$ cat config.mk
export PLATFORM = sky130hd
export DESIGN_NAME = sacs_top
export DESIGN_NICKNAME = d
export VERILOG_FILES = /design/src/logic/sacs_pkg.sv /design/src/logic/sacs_status_if.sv /design/src/logic/sacs_qualify.sv /design/src/logic/sacs_top.sv
export VERILOG_INCLUDE_DIRS = /design/src /design/src/logic
export SDC_FILE = /design/constraint.sdc
export NUM_CORES = 1
export LEC_CHECK = 0
export ABC_AREA = 1
export BUFFER_PORTS_ARGS = -buffer_cell sky130_fd_sc_hd__buf_4
export CORE_ASPECT_RATIO = 0.6
export CORE_MARGIN = 2
export CORE_UTILIZATION = 40
export DETAILED_ROUTE_END_ITERATION = 7
export PLACE_DENSITY = 0.7
export SYNTH_ARGS = -nofsm -noshare
export SYNTH_HDL_FRONTEND = slang
export SYNTH_SLANG_ARGS = --single-unit
export TNS_END_PERCENT = 100
$ cat constraint.sdc
create_clock -name aclk -period 2.3 [get_ports aclk]
set_clock_uncertainty 0.15 [all_clocks]
set_input_delay 0.23 -clock aclk [delete_from_list [all_inputs] [get_ports aclk]]
set_output_delay 0.23 -clock aclk [all_outputs]
set_load 0.005 [all_outputs]
$ cat src/logic/sacs_params.svh
// Offsets, field positions, reset values and counts of the agent capability
// and status register bank.
// Assumes inclusion by bare name from the package and design files.
`ifndef SACS_PARAMS_SVH
`define SACS_PARAMS_SVH

`define SACS_CAP_STATUS_OFFSET  12'h004
`define SACS_POOL_CFG_OFFSET    12'h008
`define SACS_ADDR_BITS          12
`define SACS_BIT_READY          0
`define SACS_BIT_ATOMIC         1
`define SACS_BIT_MAINT          2
`define SACS_BIT_RSVD           3
`define SACS_POOL_LSB           4
`define SACS_POOL_MSB           9
`define SACS_POOL_MAX           6'h3F
`define SACS_POOL_MIN           6'h01
`define SACS_POOL_RESET         6'h01
`define SACS_RESP_OKAY          2'h0
`define SACS_RESP_SLVERR        2'h2
`define SACS_RESP_DECERR        2'h3

`endif

$ cat src/logic/sacs_pkg.sv
// Types shared by the agent capability and status register bank.
// Assumes sacs_params.svh is on the include path.
`include "sacs_params.svh"

package sacs_pkg;

    typedef enum logic [1:0] {
        SACS_W_IDLE,
        SACS_W_RESP
    } sacs_wstate_t;

    typedef struct packed {
        logic       ready;
        logic       atomic;
        logic       maint;
        logic [5:0] pools;
    } sacs_status_t;

endpackage : sacs_pkg

$ cat src/logic/sacs_status_if.sv
// Carries the settled status fields from the qualifier to the bus slave.
// Assumes one clock domain shared by both ends.
`timescale 1ns/1ns
`default_nettype none

interface sacs_status_if;
    sacs_pkg::sacs_status_t status;
    modport source (output status);
    modport sink   (input  status);
endinterface : sacs_status_if

`default_nettype wire

$ cat src/logic/sacs_qualify.sv
// Qualifies raw agent readiness and capability inputs into register fields.
// Assumes pin inputs come from outside the clock domain.
`timescale 1ns/1ns
`default_nettype none
`include "sacs_params.svh"

module sacs_qualify (
    input  wire logic          aclk,
    input  wire logic          aresetn,
    input  wire logic          training_done,
    input  wire logic          sizes_valid,
    input  wire logic          atomic_capable,
    input  wire logic          cache_maint_capable,
    input  wire logic [5:0]    pool_count_req,
    input  wire logic [5:0]    mem_type_count,
    sacs_status_if.source      out
);

    typedef struct packed {
        logic [2:0] s1;
        logic [2:0] s2;
        logic [2:0] s3;
        logic [2:0] stable;
        sacs_pkg::sacs_status_t st;
    } sacs_q_state_t;

    sacs_q_state_t q;
    sacs_q_state_t next_q;
    logic [5:0]    pools;

    always_comb begin
        next_q    = q;
        next_q.s1 = {training_done & sizes_valid, atomic_capable,
                     cache_maint_capable};
        next_q.s2 = q.s1;
        next_q.s3 = q.s2;
        for (int i = 0; i < 3; i++) begin
            if (q.s2[i] == q.s3[i]) begin
                next_q.stable[i] = q.s3[i];
            end
        end
        pools = pool_count_req;
        if (pools < mem_type_count) begin
            pools = mem_type_count;
        end
        if (pools > `SACS_POOL_MAX) begin
            pools = `SACS_POOL_MAX;
        end
        if (pools < `SACS_POOL_MIN) begin
            pools = `SACS_POOL_MIN;
        end
        // Pool count is latched until ready, then frozen so software sees
        // a consistent size once discovery is allowed
        if (!q.st.ready) begin
            next_q.st.pools = pools;
        end
        next_q.st.ready  = q.stable[2];
        next_q.st.atomic = q.stable[1];
        next_q.st.maint  = q.stable[0];
    end

    always_ff @(posedge aclk) begin
        if (!aresetn) begin
            q          <= '0;
            q.st.pools <= `SACS_POOL_RESET;
        end else begin
            q <= next_q;
        end
    end

    assign out.status = q.st;

endmodule : sacs_qualify

`default_nettype wire

$ cat src/logic/sacs_top.sv
// Agent capability and status register bank with an AXI4-Lite slave.
// Assumes the raw capability pins are static or slowly changing straps.
`timescale 1ns/1ns
`default_nettype none
`include "sacs_params.svh"

module sacs_top (
    input  wire logic                       aclk,
    input  wire logic                       aresetn,
    input  wire logic                       training_done,
    input  wire logic                       sizes_valid,
    input  wire logic                       atomic_capable,
    input  wire logic                       cache_maint_capable,
    input  wire logic [5:0]                 pool_count_req,
    input  wire logic [5:0]                 mem_type_count,
    output logic      [5:0]                 pool_count,
    input  wire logic [`SACS_ADDR_BITS-1:0] s_axi_awaddr,
    input  wire logic [2:0]                 s_axi_awprot,
    input  wire logic                       s_axi_awvalid,
    output logic                            s_axi_awready,
    input  wire logic [31:0]                s_axi_wdata,
    input  wire logic [3:0]                 s_axi_wstrb,
    input  wire logic                       s_axi_wvalid,
    output logic                            s_axi_wready,
    output logic [1:0]                      s_axi_bresp,
    output logic                            s_axi_bvalid,
    input  wire logic                       s_axi_bready,
    input  wire logic [`SACS_ADDR_BITS-1:0] s_axi_araddr,
    input  wire logic [2:0]                 s_axi_arprot,
    input  wire logic                       s_axi_arvalid,
    output logic                            s_axi_arready,
    output logic [31:0]                     s_axi_rdata,
    output logic [1:0]                      s_axi_rresp,
    output logic                            s_axi_rvalid,
    input  wire logic                       s_axi_rready
);

    // ------------------------------------------------------------
    // State
    // ------------------------------------------------------------
    typedef struct packed {
        sacs_pkg::sacs_wstate_t wstate;
        logic                   aw_got;
        logic                   w_got;
        logic [`SACS_ADDR_BITS-1:0] awaddr;
        logic                   awready;
        logic                   wready;
        logic                   bvalid;
        logic [1:0]             bresp;
        logic                   arready;
        logic                   rvalid;
        logic [31:0]            rdata;
        logic [1:0]             rresp;
        logic [5:0]             pool_out;
    } sacs_top_state_t;

    sacs_top_state_t r;
    sacs_top_state_t next_r;
    sacs_status_if   stat_bus ();
    sacs_pkg::sacs_status_t st;
    logic            aw_fire;
    logic            w_fire;

    sacs_qualify u_qualify (
        .aclk                (aclk),
        .aresetn             (aresetn),
        .training_done       (training_done),
        .sizes_valid         (sizes_valid),
        .atomic_capable      (atomic_capable),
        .cache_maint_capable (cache_maint_capable),
        .pool_count_req      (pool_count_req),
        .mem_type_count      (mem_type_count),
        .out                 (stat_bus.source)
    );

    assign st = stat_bus.status;

    // ------------------------------------------------------------
    // Bus slave
    // ------------------------------------------------------------
    always_comb begin
        next_r          = r;
        next_r.pool_out = st.pools;
        aw_fire         = s_axi_awvalid & r.awready;
        w_fire          = s_axi_wvalid & r.wready;
        unique case (r.wstate)
            sacs_pkg::SACS_W_IDLE: begin
                next_r.awready = ~r.aw_got & ~aw_fire;
                next_r.wready  = ~r.w_got & ~w_fire;
                if (aw_fire) begin
                    next_r.aw_got = 1'b1;
                    next_r.awaddr = s_axi_awaddr;
                end
                if (w_fire) begin
                    next_r.w_got = 1'b1;
                end
                if ((r.aw_got | aw_fire) & (r.w_got | w_fire)) begin
                    // Every register is read-only; writes are discarded
                    if ((aw_fire ? s_axi_awaddr : r.awaddr) ==
                        `SACS_CAP_STATUS_OFFSET) begin
                        next_r.bresp = `SACS_RESP_SLVERR;
                    end else begin
                        next_r.bresp = `SACS_RESP_DECERR;
                    end
                    next_r.bvalid  = 1'b1;
                    next_r.awready = 1'b0;
                    next_r.wready  = 1'b0;
                    next_r.wstate  = sacs_pkg::SACS_W_RESP;
                end
            end
            sacs_pkg::SACS_W_RESP: begin
                if (s_axi_bready) begin
                    next_r.bvalid  = 1'b0;
                    next_r.aw_got  = 1'b0;
                    next_r.w_got   = 1'b0;
                    next_r.awready = 1'b1;
                    next_r.wready  = 1'b1;
                    next_r.wstate  = sacs_pkg::SACS_W_IDLE;
                end
            end
        endcase

        if (r.rvalid) begin
            if (s_axi_rready) begin
                next_r.rvalid  = 1'b0;
                next_r.arready = 1'b1;
            end
        end else if (s_axi_arvalid & r.arready) begin
            next_r.arready = 1'b0;
            next_r.rvalid  = 1'b1;
            next_r.rdata   = 32'h0000_0000;
            next_r.rresp   = `SACS_RESP_OKAY;
            if (s_axi_araddr == `SACS_CAP_STATUS_OFFSET) begin
                next_r.rdata[`SACS_BIT_READY]  = st.ready;
                next_r.rdata[`SACS_BIT_ATOMIC] = st.atomic;
                next_r.rdata[`SACS_BIT_MAINT]  = st.maint;
                next_r.rdata[`SACS_BIT_RSVD]   = 1'b0;
                next_r.rdata[`SACS_POOL_MSB:`SACS_POOL_LSB] = st.pools;
            end else if (s_axi_araddr == `SACS_POOL_CFG_OFFSET) begin
                next_r.rdata[5:0] = st.pools;
            end else begin
                next_r.rresp = `SACS_RESP_DECERR;
            end
        end
    end

    always_ff @(posedge aclk) begin
        if (!aresetn) begin
            r          <= '0;
            r.wstate   <= sacs_pkg::SACS_W_IDLE;
            r.awready  <= 1'b1;
            r.wready   <= 1'b1;
            r.arready  <= 1'b1;
            r.pool_out <= `SACS_POOL_RESET;
        end else begin
            r <= next_r;
        end
    end

    assign s_axi_awready = r.awready;
    assign s_axi_wready  = r.wready;
    assign s_axi_bvalid  = r.bvalid;
    assign s_axi_bresp   = r.bresp;
    assign s_axi_arready = r.arready;
    assign s_axi_rvalid  = r.rvalid;
    assign s_axi_rdata   = r.rdata;
    assign s_axi_rresp   = r.rresp;
    assign pool_count    = r.pool_out;

endmodule : sacs_top

`default_nettype wire

Word-level counts from Yosys, hierarchy flattened
Index checks and enable logic that the tools add are counted.

Output and inout port bits: 47. Register bits after elaboration: 62. Word-level logic and storage cells: 81. Input port bits: 89.

Equality and inequality tests: 12. Bitwise logic cells: 14. Mux-type cells: 21. Magnitude comparators: 3. Reductions and logical operators: 8.

Operator list (count): $mux W36 (1); $mux W6 (5); $eq A12 B3 Y1 const B (2); $eq A12 B4 Y1 const B (1); $mux W12 (1); $reduce_and A2 Y1 (6); $mux W2 (5); $ne A2 B2 Y1 const B (5); $mux W4 (2); $pmux W4 S2 (1); $and A1 B1 Y1 (7); $gt A6 B6 Y1 const B (1); $lt A6 B1 Y1 const B (1); $lt A6 B6 Y1 (1); $pmux W3 S2 (1); $mux W5 (1); $not A1 Y1 (5); $eq A1 B1 Y1 (3); $mux W1 (3); $mux W3 (1); $eq A2 B1 Y1 const B (1); $logic_not A2 Y1 (1); $or A1 B1 Y1 (2); $reduce_bool A2 Y1 (1).

Logic depth before layout (Yosys ltp)
Gate-level depths: netlist of the first run.

Depth in word-level cells: 6. Mapped depth: 11. Mapped depth without buffers: 11.

Cells and area by module
A second synthesis of the first run with hierarchy kept.

Cells, all modules: 449. Area total of the unflattened synthesis: 3139.3 um2.

By module, submodules not included: sacs_top (seq. area each 780.7 um2, cells an instance 310, times used 1, area each 2113.3 um2); sacs_qualify (seq. area each 420.4 um2, cells an instance 139, times used 1, area each 1026.0 um2).

Worst setup path after synthesis of the first run
OpenSTA, ideal clock, no wires.

Path kind: input-to-reg. Start point: input mem_type_count[5]. End point: register u_qualify.out.status[0] (netlist name). Stages: 9. Library setup time: 0.113 ns. Required time: 2.037 ns. Buffers on the path: 0. Arrival: 1.230 ns. Path slack: 0.807 ns. Cell sequence: inv_1 -> ha_1 -> nand2_2 -> nor2_1 -> nand2_2 -> a21boi_0 -> nor2_1 -> nand3_1 -> nand2_1.

Longest elaborated chain between the ends: 6.

RTL lines: start: declaration (line sacs_top.sv:15) `input wire logic [5:0] mem_type_count,`; $lt A6 B6 Y1 (line sacs_qualify.sv:43) `if (pools < mem_type_count) begin`; $mux W6 (*) (line sacs_qualify.sv:43); $gt A6 B6 Y1 (no line); $mux W6 (*) (line sacs_qualify.sv:46) `` if (pools > `SACS_POOL_MAX) begin ``; $lt A6 B1 Y1 (no line); $mux W6 (*) (line sacs_qualify.sv:49) `` if (pools < `SACS_POOL_MIN) begin ``.

Every way passes the cells marked *; elsewhere a longest branch is shown, timed or not. A chain may end at the register's enable or synchronous reset.

Worst setup path after layout of the first run
Start point: register r[61] in the netlist's numbering. End point: register r, in the netlist s_axi_bresp[0].

Longest elaborated chain between the ends: 2.

RTL lines: start: declaration (line sacs_top.sv:57) `sacs_top_state_t r;`; start signal: assignment (line sacs_top.sv:156) `r <= next_r;`; $logic_not A2 Y1 (line sacs_top.sv:86) `unique case (r.wstate)`; $reduce_and A2 Y1 (no line).

No other way between the ends.

==> results of run 1 <==
## how the worst max path moves through the flow
stage                                    to         startpoint  slack [ps]
floorplan           u_qualify.out.status[0]  mem_type_count[5]         810
global placement             s_axi_bresp[0]              r[61]         570
detailed placement           s_axi_bresp[0]              r[61]         520
CTS                          s_axi_bresp[0]              r[61]         500
global route                 s_axi_bresp[0]      s_axi_awready         230
finish                       s_axi_bresp[0]              r[61]         470
## flip-flops by register name (all words and copies together), names as in the netlist
register,flops
u_qualify.q,3
pool_count,6
s_axi_awready,1
u_qualify.out.status,9
r,15
s_axi_rdata,10
s_axi_rresp,1
s_axi_arready,1
s_axi_rvalid,1
u_qualify.next_q,9
s_axi_wready,1
s_axi_bresp,2
s_axi_bvalid,1
## layer usage
| layer | track usage (%) | share of wire (%) |
|---|---|---|
| met2 | 22.4 | 42 |
| met5 | 0 | 0 |
| met3 | 7.60 | 8.6 |
| met1 | 20.5 | 50 |
| met4 | 4.07 | 0.20 |
## worst max-delay path, stage by stage (launching register included)
cell and delay [ps]:
dfxtp_1 440, inv_2 290, o21ai_0 210, nor2_1 300, nand4_1 160, nor2_1 130, nor2_1 40
## layout by cell type, fill, tap and decap left out
cell type | netlist | final
nand2_4 | 1 | 1
o211ai_1 | 7 | 7
o21bai_1 | 3 | 3
nor3_1 | 3 | 3
ha_1 | 5 | 5
o21ai_1 | 4 | 4
a21oi_1 | 17 | 17
o22ai_1 | 5 | 5
clkinv_2 | 0 | 1
nand3_1 | 14 | 14
nand2_1 | 88 | 88
a21oi_4 | 1 | 1
clkbuf_16 | 0 | 9
o31ai_1 | 1 | 1
o21ai_0 | 15 | 15
buf_4 | 45 | 72
dfxtp_1 | 60 | 60
a211oi_1 | 1 | 1
nand2_2 | 2 | 2
clkbuf_1 | 4 | 3
o21a_1 | 1 | 1
nor2_4 | 1 | 1
inv_2 | 3 | 3
inv_1 | 68 | 68
clkbuf_8 | 0 | 3
conb_1 | 1 | 22
nand3b_1 | 1 | 1
dlygate4sd3_1 | 0 | 5
a21boi_0 | 1 | 1
nor4_1 | 1 | 1
nand4_1 | 2 | 2
nor2_1 | 34 | 34
or2_2 | 2 | 2
mux2i_1 | 4 | 4
## stage by stage
| step | hold WS (ps) | instances | setup WS (ps) |
|---|---|---|---|
| after floorplan | 178 | 419 | 807 |
| after global placement | 244 | 526 | 565 |
| after detailed placement | 248 | 526 | 519 |
| after CTS | 11.8 | 547 | 503 |
| after global routing | 24.2 | 547 | 233 |
| final | 19.9 | 547 | 474 |
## cell families (layout without fill, tap and decap cells)
logic type | count (synthesis) | after routing | synth area share, %
flops | 60 | 60 | 41.6
other cells | 1 | 22 | 0.130
compound gates | 56 | 56 | 11.5
mux | 4 | 4 | 1.39
fa+ha+maj | 5 | 5 | 2.16
simple gates | 149 | 149 | 21.3
buf+inv | 123 | 164 | 21.9
## power breakdown
part / internal (mW) / switching (mW)
clock: 0.814 / 0.427
combinational: 0.219 / 0.254
sequential: 1.14 / 0.0586
## final cells by class
| class | count | area (sq um) |
|---|---|---|
| Inverter | 71 | 267 |
| Multi-Input combinational cell | 236 | 1130 |
| Fill cell | 656 | 3240 |
| Sequential cell | 60 | 1200 |
| Tap cell | 87 | 109 |
| Timing Repair Buffer | 77 | 591 |
| Clock inverter | 1 | 5.00 |
| Clock buffer | 15 | 278 |
==> impl_metrics.tcl, run 1 <==
set metrics [dict create \
    area_delta_synth_final_pct 24.0 \
    cp_max_fo 16 \
    grt_max_degree 33 \
    status "finished, final reports clean" \
    finalWeightedCongestion 0.787 \
    clock_latency_ps 320 \
    synth.top_cells.by_area "dfxtp_1, buf_4, nand2_1" \
    setup_viol 0 \
    port_buffers 71 \
    reg2regPathDepth 6 \
    hold_buffers 5 \
    num_rows 23 \
    cts_tree "built" \
    die_w_microns 114 \
    wire_per_inst_microns 11.0 \
    diodes 0 \
    yosysMostFrequentCell "nand2_1" \
    grt_antenna_before_repair 0 \
    fin_nets 549 \
    synth_edf_count 0 \
    route.detailed.drc 0 \
    min_path_cells 3 \
    routed_wl_mm 6.02 \
    root_buffer "clkbuf_16" \
    path_clk_slew_ps 50 \
    vias 2410 \
    cts_buffer_depth 2 \
    power.density_nw_per_um2 812 \
    drive_gt1_share_pct 20.7 \
    die_y_microns 69.8 \
    first_global_vias 2095 \
    drtPass1Iterations 4 \
    synth_top_cell_area_share_pct 41.6 \
    drt_iter0_drc 121 \
    postCtsSetupBuffers 0 \
    yosys.area.top_type "dfxtp_1" \
    fin_tns_setup_ps 0 \
    io_pins 136 \
    rsz0062_at_grt "false" \
    synthFlopType "dfxtp_1" \
    placed_cell_area_sq_um 3250 \
    startpoint_type "flop" \
    regToRegEndpoint "s_axi_bresp[0]" \
    ys_seq_area_share_pct 41.6 \
    final_core_util_pct 52.6 \
    htreeDepth 3 \
    fmax_mhz 548 \
    min_from "s_axi_arvalid" \
    whs_endpoint "s_axi_rvalid" \
    avgSynthCellArea_sq_um 7.26 \
    stdcell_area_sq_um 3580 \
    grtUsageTotal_pct 15.5 \
    cp-end-kind "flop" \
    max-vdd-ir-drop_mv 0.494 \
    netlist_area_sq_um 2890 \
    antenna_left 0 \
    total_power_mw 2.91 \
    grt_pass1_wl_mm 9.58 \
    r2r_start "r[61]" \
    cts_resized 0 \
    reg2reg_slack_ps 470 \
    via_per_inst 4.41 \
    finalCriticalPeriod_ps 1830 \
    synth_cells 398 \
    min_period_over_period_pct 79.4 \
    clock-sinks 60 \
    synth_seq_cells 60 \
    p_leak_nw 2.03 \
    worstPathArrival_ps 1890 \
    crit_required_ps 2370 \
    hold_viol_final 0 \
    synth_common_cells "nand2_1, inv_1, dfxtp_1" \
    hold_class "in -> reg" \
    synth_cell_types 32 \
    grt-ovfl-total 0 \
    drv_cap 0 \
    ys_warn_count 0 \
    start_util_pct 42.4 \
    drv_slew 0 \
    async_reset_ff_share_pct 0 \
    hpwl_mm 4.45 \
    die_area_sq_um 7940 \
    coreArea_sq_um 6820 \
    cts_inserted_buffers 9 \
    critPathKind "reg -> reg" \
]
Power figures use the tool's default switching activity.
==> run 2, diff against run 1 <==
clock period = 1.78 ns   (was 2.3 ns; I/O delays follow)
==> run 2 against run 1 <==
  * Highest routed layer unchanged
  * Maximum frequency grew 17%
  * Non-clock buffer count is 8 higher
  * Setup slack worse by 260 ps
  * Routed wire length increased by 1.2%
  * Critical path type unchanged
==> impl_metrics.tcl, run 2 (same netlist as run 1, synthesis figures left out) <==
set metrics [dict create \
    status "finished, final reports clean" \
    grt_max_degree 18 \
    fin_nets 557 \
    die_w_microns 114 \
    antenna_left 0 \
    top_usage_layer "met2" \
    critPathKind "reg -> reg" \
    grt_antenna_before_repair 0 \
    final.fill_count 661 \
    grt_use_met1_pct 20.0 \
    port_buffers 71 \
    seq_power_share_pct 41.6 \
    hold_viol_final 0 \
    max-vdd-ir-drop_mv 0.464 \
    via_per_inst 4.47 \
    final_cell_mix "nand2_1, buf_4, inv_1, dfxtp_1, nor2_1" \
    clock-sinks 60 \
    fmax_mhz 640 \
    internal_power_mw 2.75 \
    startpoint_type "flop" \
    path_clk_slew_ps 50 \
    start_util_pct 42.4 \
    cp_cell_sequence "nand2_1 > inv_1 > buf_6 > nand2_1 > o21ai_1 > nand2_1 > nor2_1 > nand4_1 > nor2_1 > nor2_1" \
    p_sw_share_pct 25.7 \
    fin_hold_ws_ps 11.2 \
    vias 2481 \
    drtPass1Iterations 4 \
    grt-ovfl-total 0 \
    hold_class "in -> reg" \
    die_y_microns 69.8 \
    routed_wl_mm 6.09 \
    combPwrFrac_pct 17.5 \
    cp_max_fo 9 \
    grt_pass1_wl_mm 10.0 \
    largest_register_ffs 15 \
    die_area_sq_um 7940 \
    met2_usage_pct 25.3 \
    clock_latency_ps 320 \
    drv_cap 0 \
    crit_required_ps 1840 \
    power_switching_mw 0.951 \
    coreArea_sq_um 6820 \
    largest_register "r" \
    ff_latch_area_sq_um 1200 \
    cts_tree "built" \
    postCtsSetupBuffers 0 \
    crit_buf_inv 2 \
    hpwl_mm 4.69 \
    finalWeightedCongestion 0.778 \
    finalCriticalPeriod_ps 1560 \
    cts_buffer_depth 2 \
    min_period_over_period_pct 87.8 \
    rsz0062_at_grt "false" \
    htreeDepth 3 \
    power.density_nw_per_um2 1020 \
    num_rows 23 \
    met3_usage_pct 5.94 \
    cp-end-kind "flop" \
    grtUsageTotal_pct 15.9 \
    p_clk_share_pct 40.9 \
    route.detailed.drc 0 \
    path_delay_family "simple AND/OR/NAND/NOR gates" \
    cp_slowest_cell "dfxtp_1" \
    wire_per_inst_microns 11.0 \
    multi_input_area_sq_um 1140 \
    setup_viol 0 \
    area_delta_synth_final_pct 25.8 \
    drv_slew 0 \
    layout_commonest_cell "nand2_1" \
    first_global_vias 2299 \
    cts_inserted_buffers 9 \
    drt_iter0_drc 81 \
    diodes 0 \
    critical-path-max-stage-delay_ps 360 \
    worstPathArrival_ps 1620 \
    p_leak_nw 2.06 \
    fin_tns_setup_ps 0 \
    drive_gt1_share_pct 21.6 \
    root_buffer "clkbuf_16" \
    io_pins 136 \
]
==> run 2: path summary, 6_finish.rpt <==
check                            start                    to  slack (ps)  depth (start not counted)
hold / removal            s_axi_bready                 r[60]          10                          4
setup reg to reg         s_axi_awready        s_axi_bresp[0]         220                         10
setup / recovery         s_axi_awready        s_axi_bresp[0]         220                         10
hold reg to reg   u_qualify.next_q[17]  u_qualify.next_q[14]         260                          2
==> run 2: worst reg2reg max path: stages, from the launching register on <==
cell     delay, ps
dfxtp_1        360
nand2_1         80
inv_1          110
buf_6          140
nand2_1         60
o21ai_1         90
nand2_1         70
nor2_1         100
nand4_1        120
nor2_1         130
nor2_1          40
==> run 2: power by group through the flow <==
stage	Sequential [mW]	Clock (mW)	Combinational, mW
after floorplan	1.55	0	0.464
after global routing	1.55	1.60	0.745
after CTS	1.54	1.55	0.648
after global placement	1.56	0	0.612
after detailed placement	1.56	0	0.631
final	1.54	1.51	0.649
==> run 2: cell type report <==
cell class	count	area share, %
clock buffer	14	6.98
sequential	60	33.0
multi-input combinational	236	31.3
inverter	71	7.33
timing repair buffer	85	18.1
tap	87	2.99
clock inverter	2	0.275
==> run 2: what timing repair did <==
action	CTS	global route
hold buffers	7	0
gates resized for setup	0	2
hold endpoints to repair	6	0
setup endpoints to repair	0	1
==> run 2: per-stage QoR <==
step                      instance area [sq um]  setup slack [ps]  power (mW)  cells  utilization, %
after floorplan                            2970               339        2.01    419               -
after global placement                     3300               113        2.17    532            48.3
after detailed placement                   3300              56.7        2.20    532            48.3
after CTS                                  3630               192        3.74    555            53.2
after global routing                       3640             0.198        3.90    555            53.3
final                                      3640               218        3.70    555            53.3
==> run 2: metal layers <==
layer	vias to the layer above	share of wire (%)
li1	1296	-
met1	1112	49
met2	68	43
met3	5	8.0
met4	0	0.66
met5	-	0
==> run 3, diff against run 2 <==
--- a/config.mk
+++ b/config.mk
@@ -11,3 +11,3 @@
 export CORE_ASPECT_RATIO = 0.6
-export CORE_MARGIN = 2
+export CORE_MARGIN = 3
 export CORE_UTILIZATION = 40
==> constraint.sdc (replaced) <==
create_clock -name aclk -period 1.78 [get_ports aclk]
set_clock_uncertainty 0.15 [all_clocks]
set_input_delay 0.089 -clock aclk [delete_from_list [all_inputs] [get_ports aclk]]
set_output_delay 0.089 -clock aclk [all_outputs]
set_load 0.005 [all_outputs]
==> run 3 against run 2 <==
  * Setup slack worse by 130 ps
  * Via count up 4.9%
  * Sequential share of layout area fell by 2.1 points
  * Non-clock buffer count rose by 20
  * Routed wire length up 12%
==> impl_metrics.tcl, run 3 (same netlist as run 1, synthesis figures left out) <==
set metrics [dict create \
    status "finished, final reports clean" \
    route.detailed.drc 0 \
    cts_tree "built" \
    setup_viol 0 \
    wire_per_inst_microns 11.9 \
    combPwrFrac_pct 18.7 \
    first_global_vias 2403 \
    p_sw_share_pct 25.6 \
    via_per_inst 4.54 \
    p_clk_share_pct 41.1 \
    grt-ovfl-total 0 \
    fin_nets 577 \
    hold_viol_final 0 \
    power.density_nw_per_um2 985 \
    reg2regPathDepth 10 \
    cp_max_fo 8 \
    power_switching_mw 0.982 \
    cts_inserted_buffers 9 \
    die_w_microns 116 \
    port_buffers 71 \
    met2_usage_pct 27.4 \
    max-vdd-ir-drop_mv 0.654 \
    regToRegEndpoint "s_axi_bresp[0]" \
    dp_slack_ps 127 \
    crit_required_ps 1890 \
    finalCriticalPeriod_ps 1690 \
    seq_power_share_pct 40.2 \
    routed_wl_mm 6.81 \
    critPathKind "in -> reg" \
    vias 2603 \
    path_clk_slew_ps 50 \
    num_rows 23 \
    grt_antenna_before_repair 0 \
    clock-sinks 60 \
    drv_cap 0 \
    die_area_sq_um 8320 \
    grt_max_degree 20 \
    met3_usage_pct 6.16 \
    min_period_over_period_pct 95.0 \
    die_y_microns 71.8 \
    worstPathArrival_ps 1800 \
    top_usage_layer "met2" \
    startpoint_type "primary input" \
    largest_register "r" \
    start_util_pct 42.2 \
    fin_tns_setup_ps 0 \
    final_cell_mix "nand2_1, buf_4, inv_1, dfxtp_1, nor2_1" \
    root_buffer "clkbuf_16" \
    coreArea_sq_um 6850 \
    drtPass1Iterations 4 \
    grt_pass1_wl_mm 10.7 \
    setup_slack_ps 89.0 \
    drt_iter0_drc 114 \
    reg2reg_slack_ps 210 \
    final_core_util_pct 56.7 \
    clock_latency_ps 320 \
    startpoint "pool_count_req[1]" \
    min_from "s_axi_awaddr[2]" \
    htreeDepth 3 \
    hpwl_mm 4.75 \
    drv_slew 0 \
    r2r_start "s_axi_awready" \
    endpoint "u_qualify.out.status[0]" \
    largest_register_ffs 15 \
    finalWeightedCongestion 0.774 \
    area_delta_synth_final_pct 34.5 \
    p_leak_nw 2.18 \
    cts_buffer_depth 2 \
    internal_power_mw 2.85 \
    diodes 0 \
    hold_class "in -> reg" \
    io_pins 136 \
    fmax_mhz 591 \
    grt_use_met1_pct 20.1 \
    layout_commonest_cell "nand2_1" \
    min_path_cells 5 \
    antenna_left 0 \
    drive_gt1_share_pct 23.3 \
    cp-end-kind "flop" \
    grtUsageTotal_pct 16.4 \
]
run 3: area by class of cell:
type	count	area, sq um
clock buffers	12	267
clock inverters	2	10.0
fillers	637	2960
flip-flops and latches	60	1200
repair buffers	105	858
inverters	71	267
multi-input cells	236	1170
well taps	87	109
run 3: worst min path at each step:
stage | slack [ps] | end
floorplan | 40 | u_qualify.next_q[15]
global placement | 120 | u_qualify.next_q[15]
detailed placement | 120 | u_qualify.next_q[16]
CTS | 0.4 | s_axi_rdata[3]
global route | 30 | s_axi_rdata[3]
finish | 10 | r[49]
run 3: critical path: stages:
cell	delay, ps
dlygate4sd3_1	540
buf_4	150
ha_4	230
nand2_1	70
nand2_2	60
nand2_4	130
nand2_4	100
nand2_2	100
nand2_2	60
nor2_2	100
nand3_1	100
nand2_1	70
run 3: stage by stage:
| step | hold slack (ps) | cell area, sq um | total power [mW] | std cells |
|---|---|---|---|---|
| detailed placement | 123 | 3300 | 2.20 | 532 |
| global placement | 121 | 3300 | 2.17 | 532 |
| CTS | 0.445 | 3830 | 3.82 | 572 |
| floorplan | 36.6 | 2970 | 2.01 | 419 |
| finish | 9.89 | 3890 | 3.83 | 573 |
| global route | 32.1 | 3890 | 4.02 | 573 |
run 3: repair_timing:
action / in CTS / in global routing
setup endpoints to repair: 0 / 6
gates resized for setup: 0 / 14
hold buffers: 26 / 0
hold endpoints to repair: 25 / 0
setup buffers: 0 / 2
run 3: routing by layer:
metal	part of all wire, %	vias to the layer above	routed length (microns)
li1	-	1347	-
met1	45	1183	3040
met2	48	71	3270
met3	6.8	2	466
met4	0.54	0	37
met5	0	-	0
run 3: power by group through the flow:
| stage | Sequential [mW] | Combinational [mW] | Clock [mW] |
|---|---|---|---|
| 5_1_grt | 1.55 | 0.806 | 1.67 |
| 2_1_floorplan | 1.55 | 0.464 | 0 |
| 4_1_cts | 1.54 | 0.684 | 1.60 |
| 3_5_place_dp | 1.56 | 0.632 | 0 |
| 6_report | 1.54 | 0.715 | 1.57 |
| 3_3_place_gp | 1.56 | 0.614 | 0 |
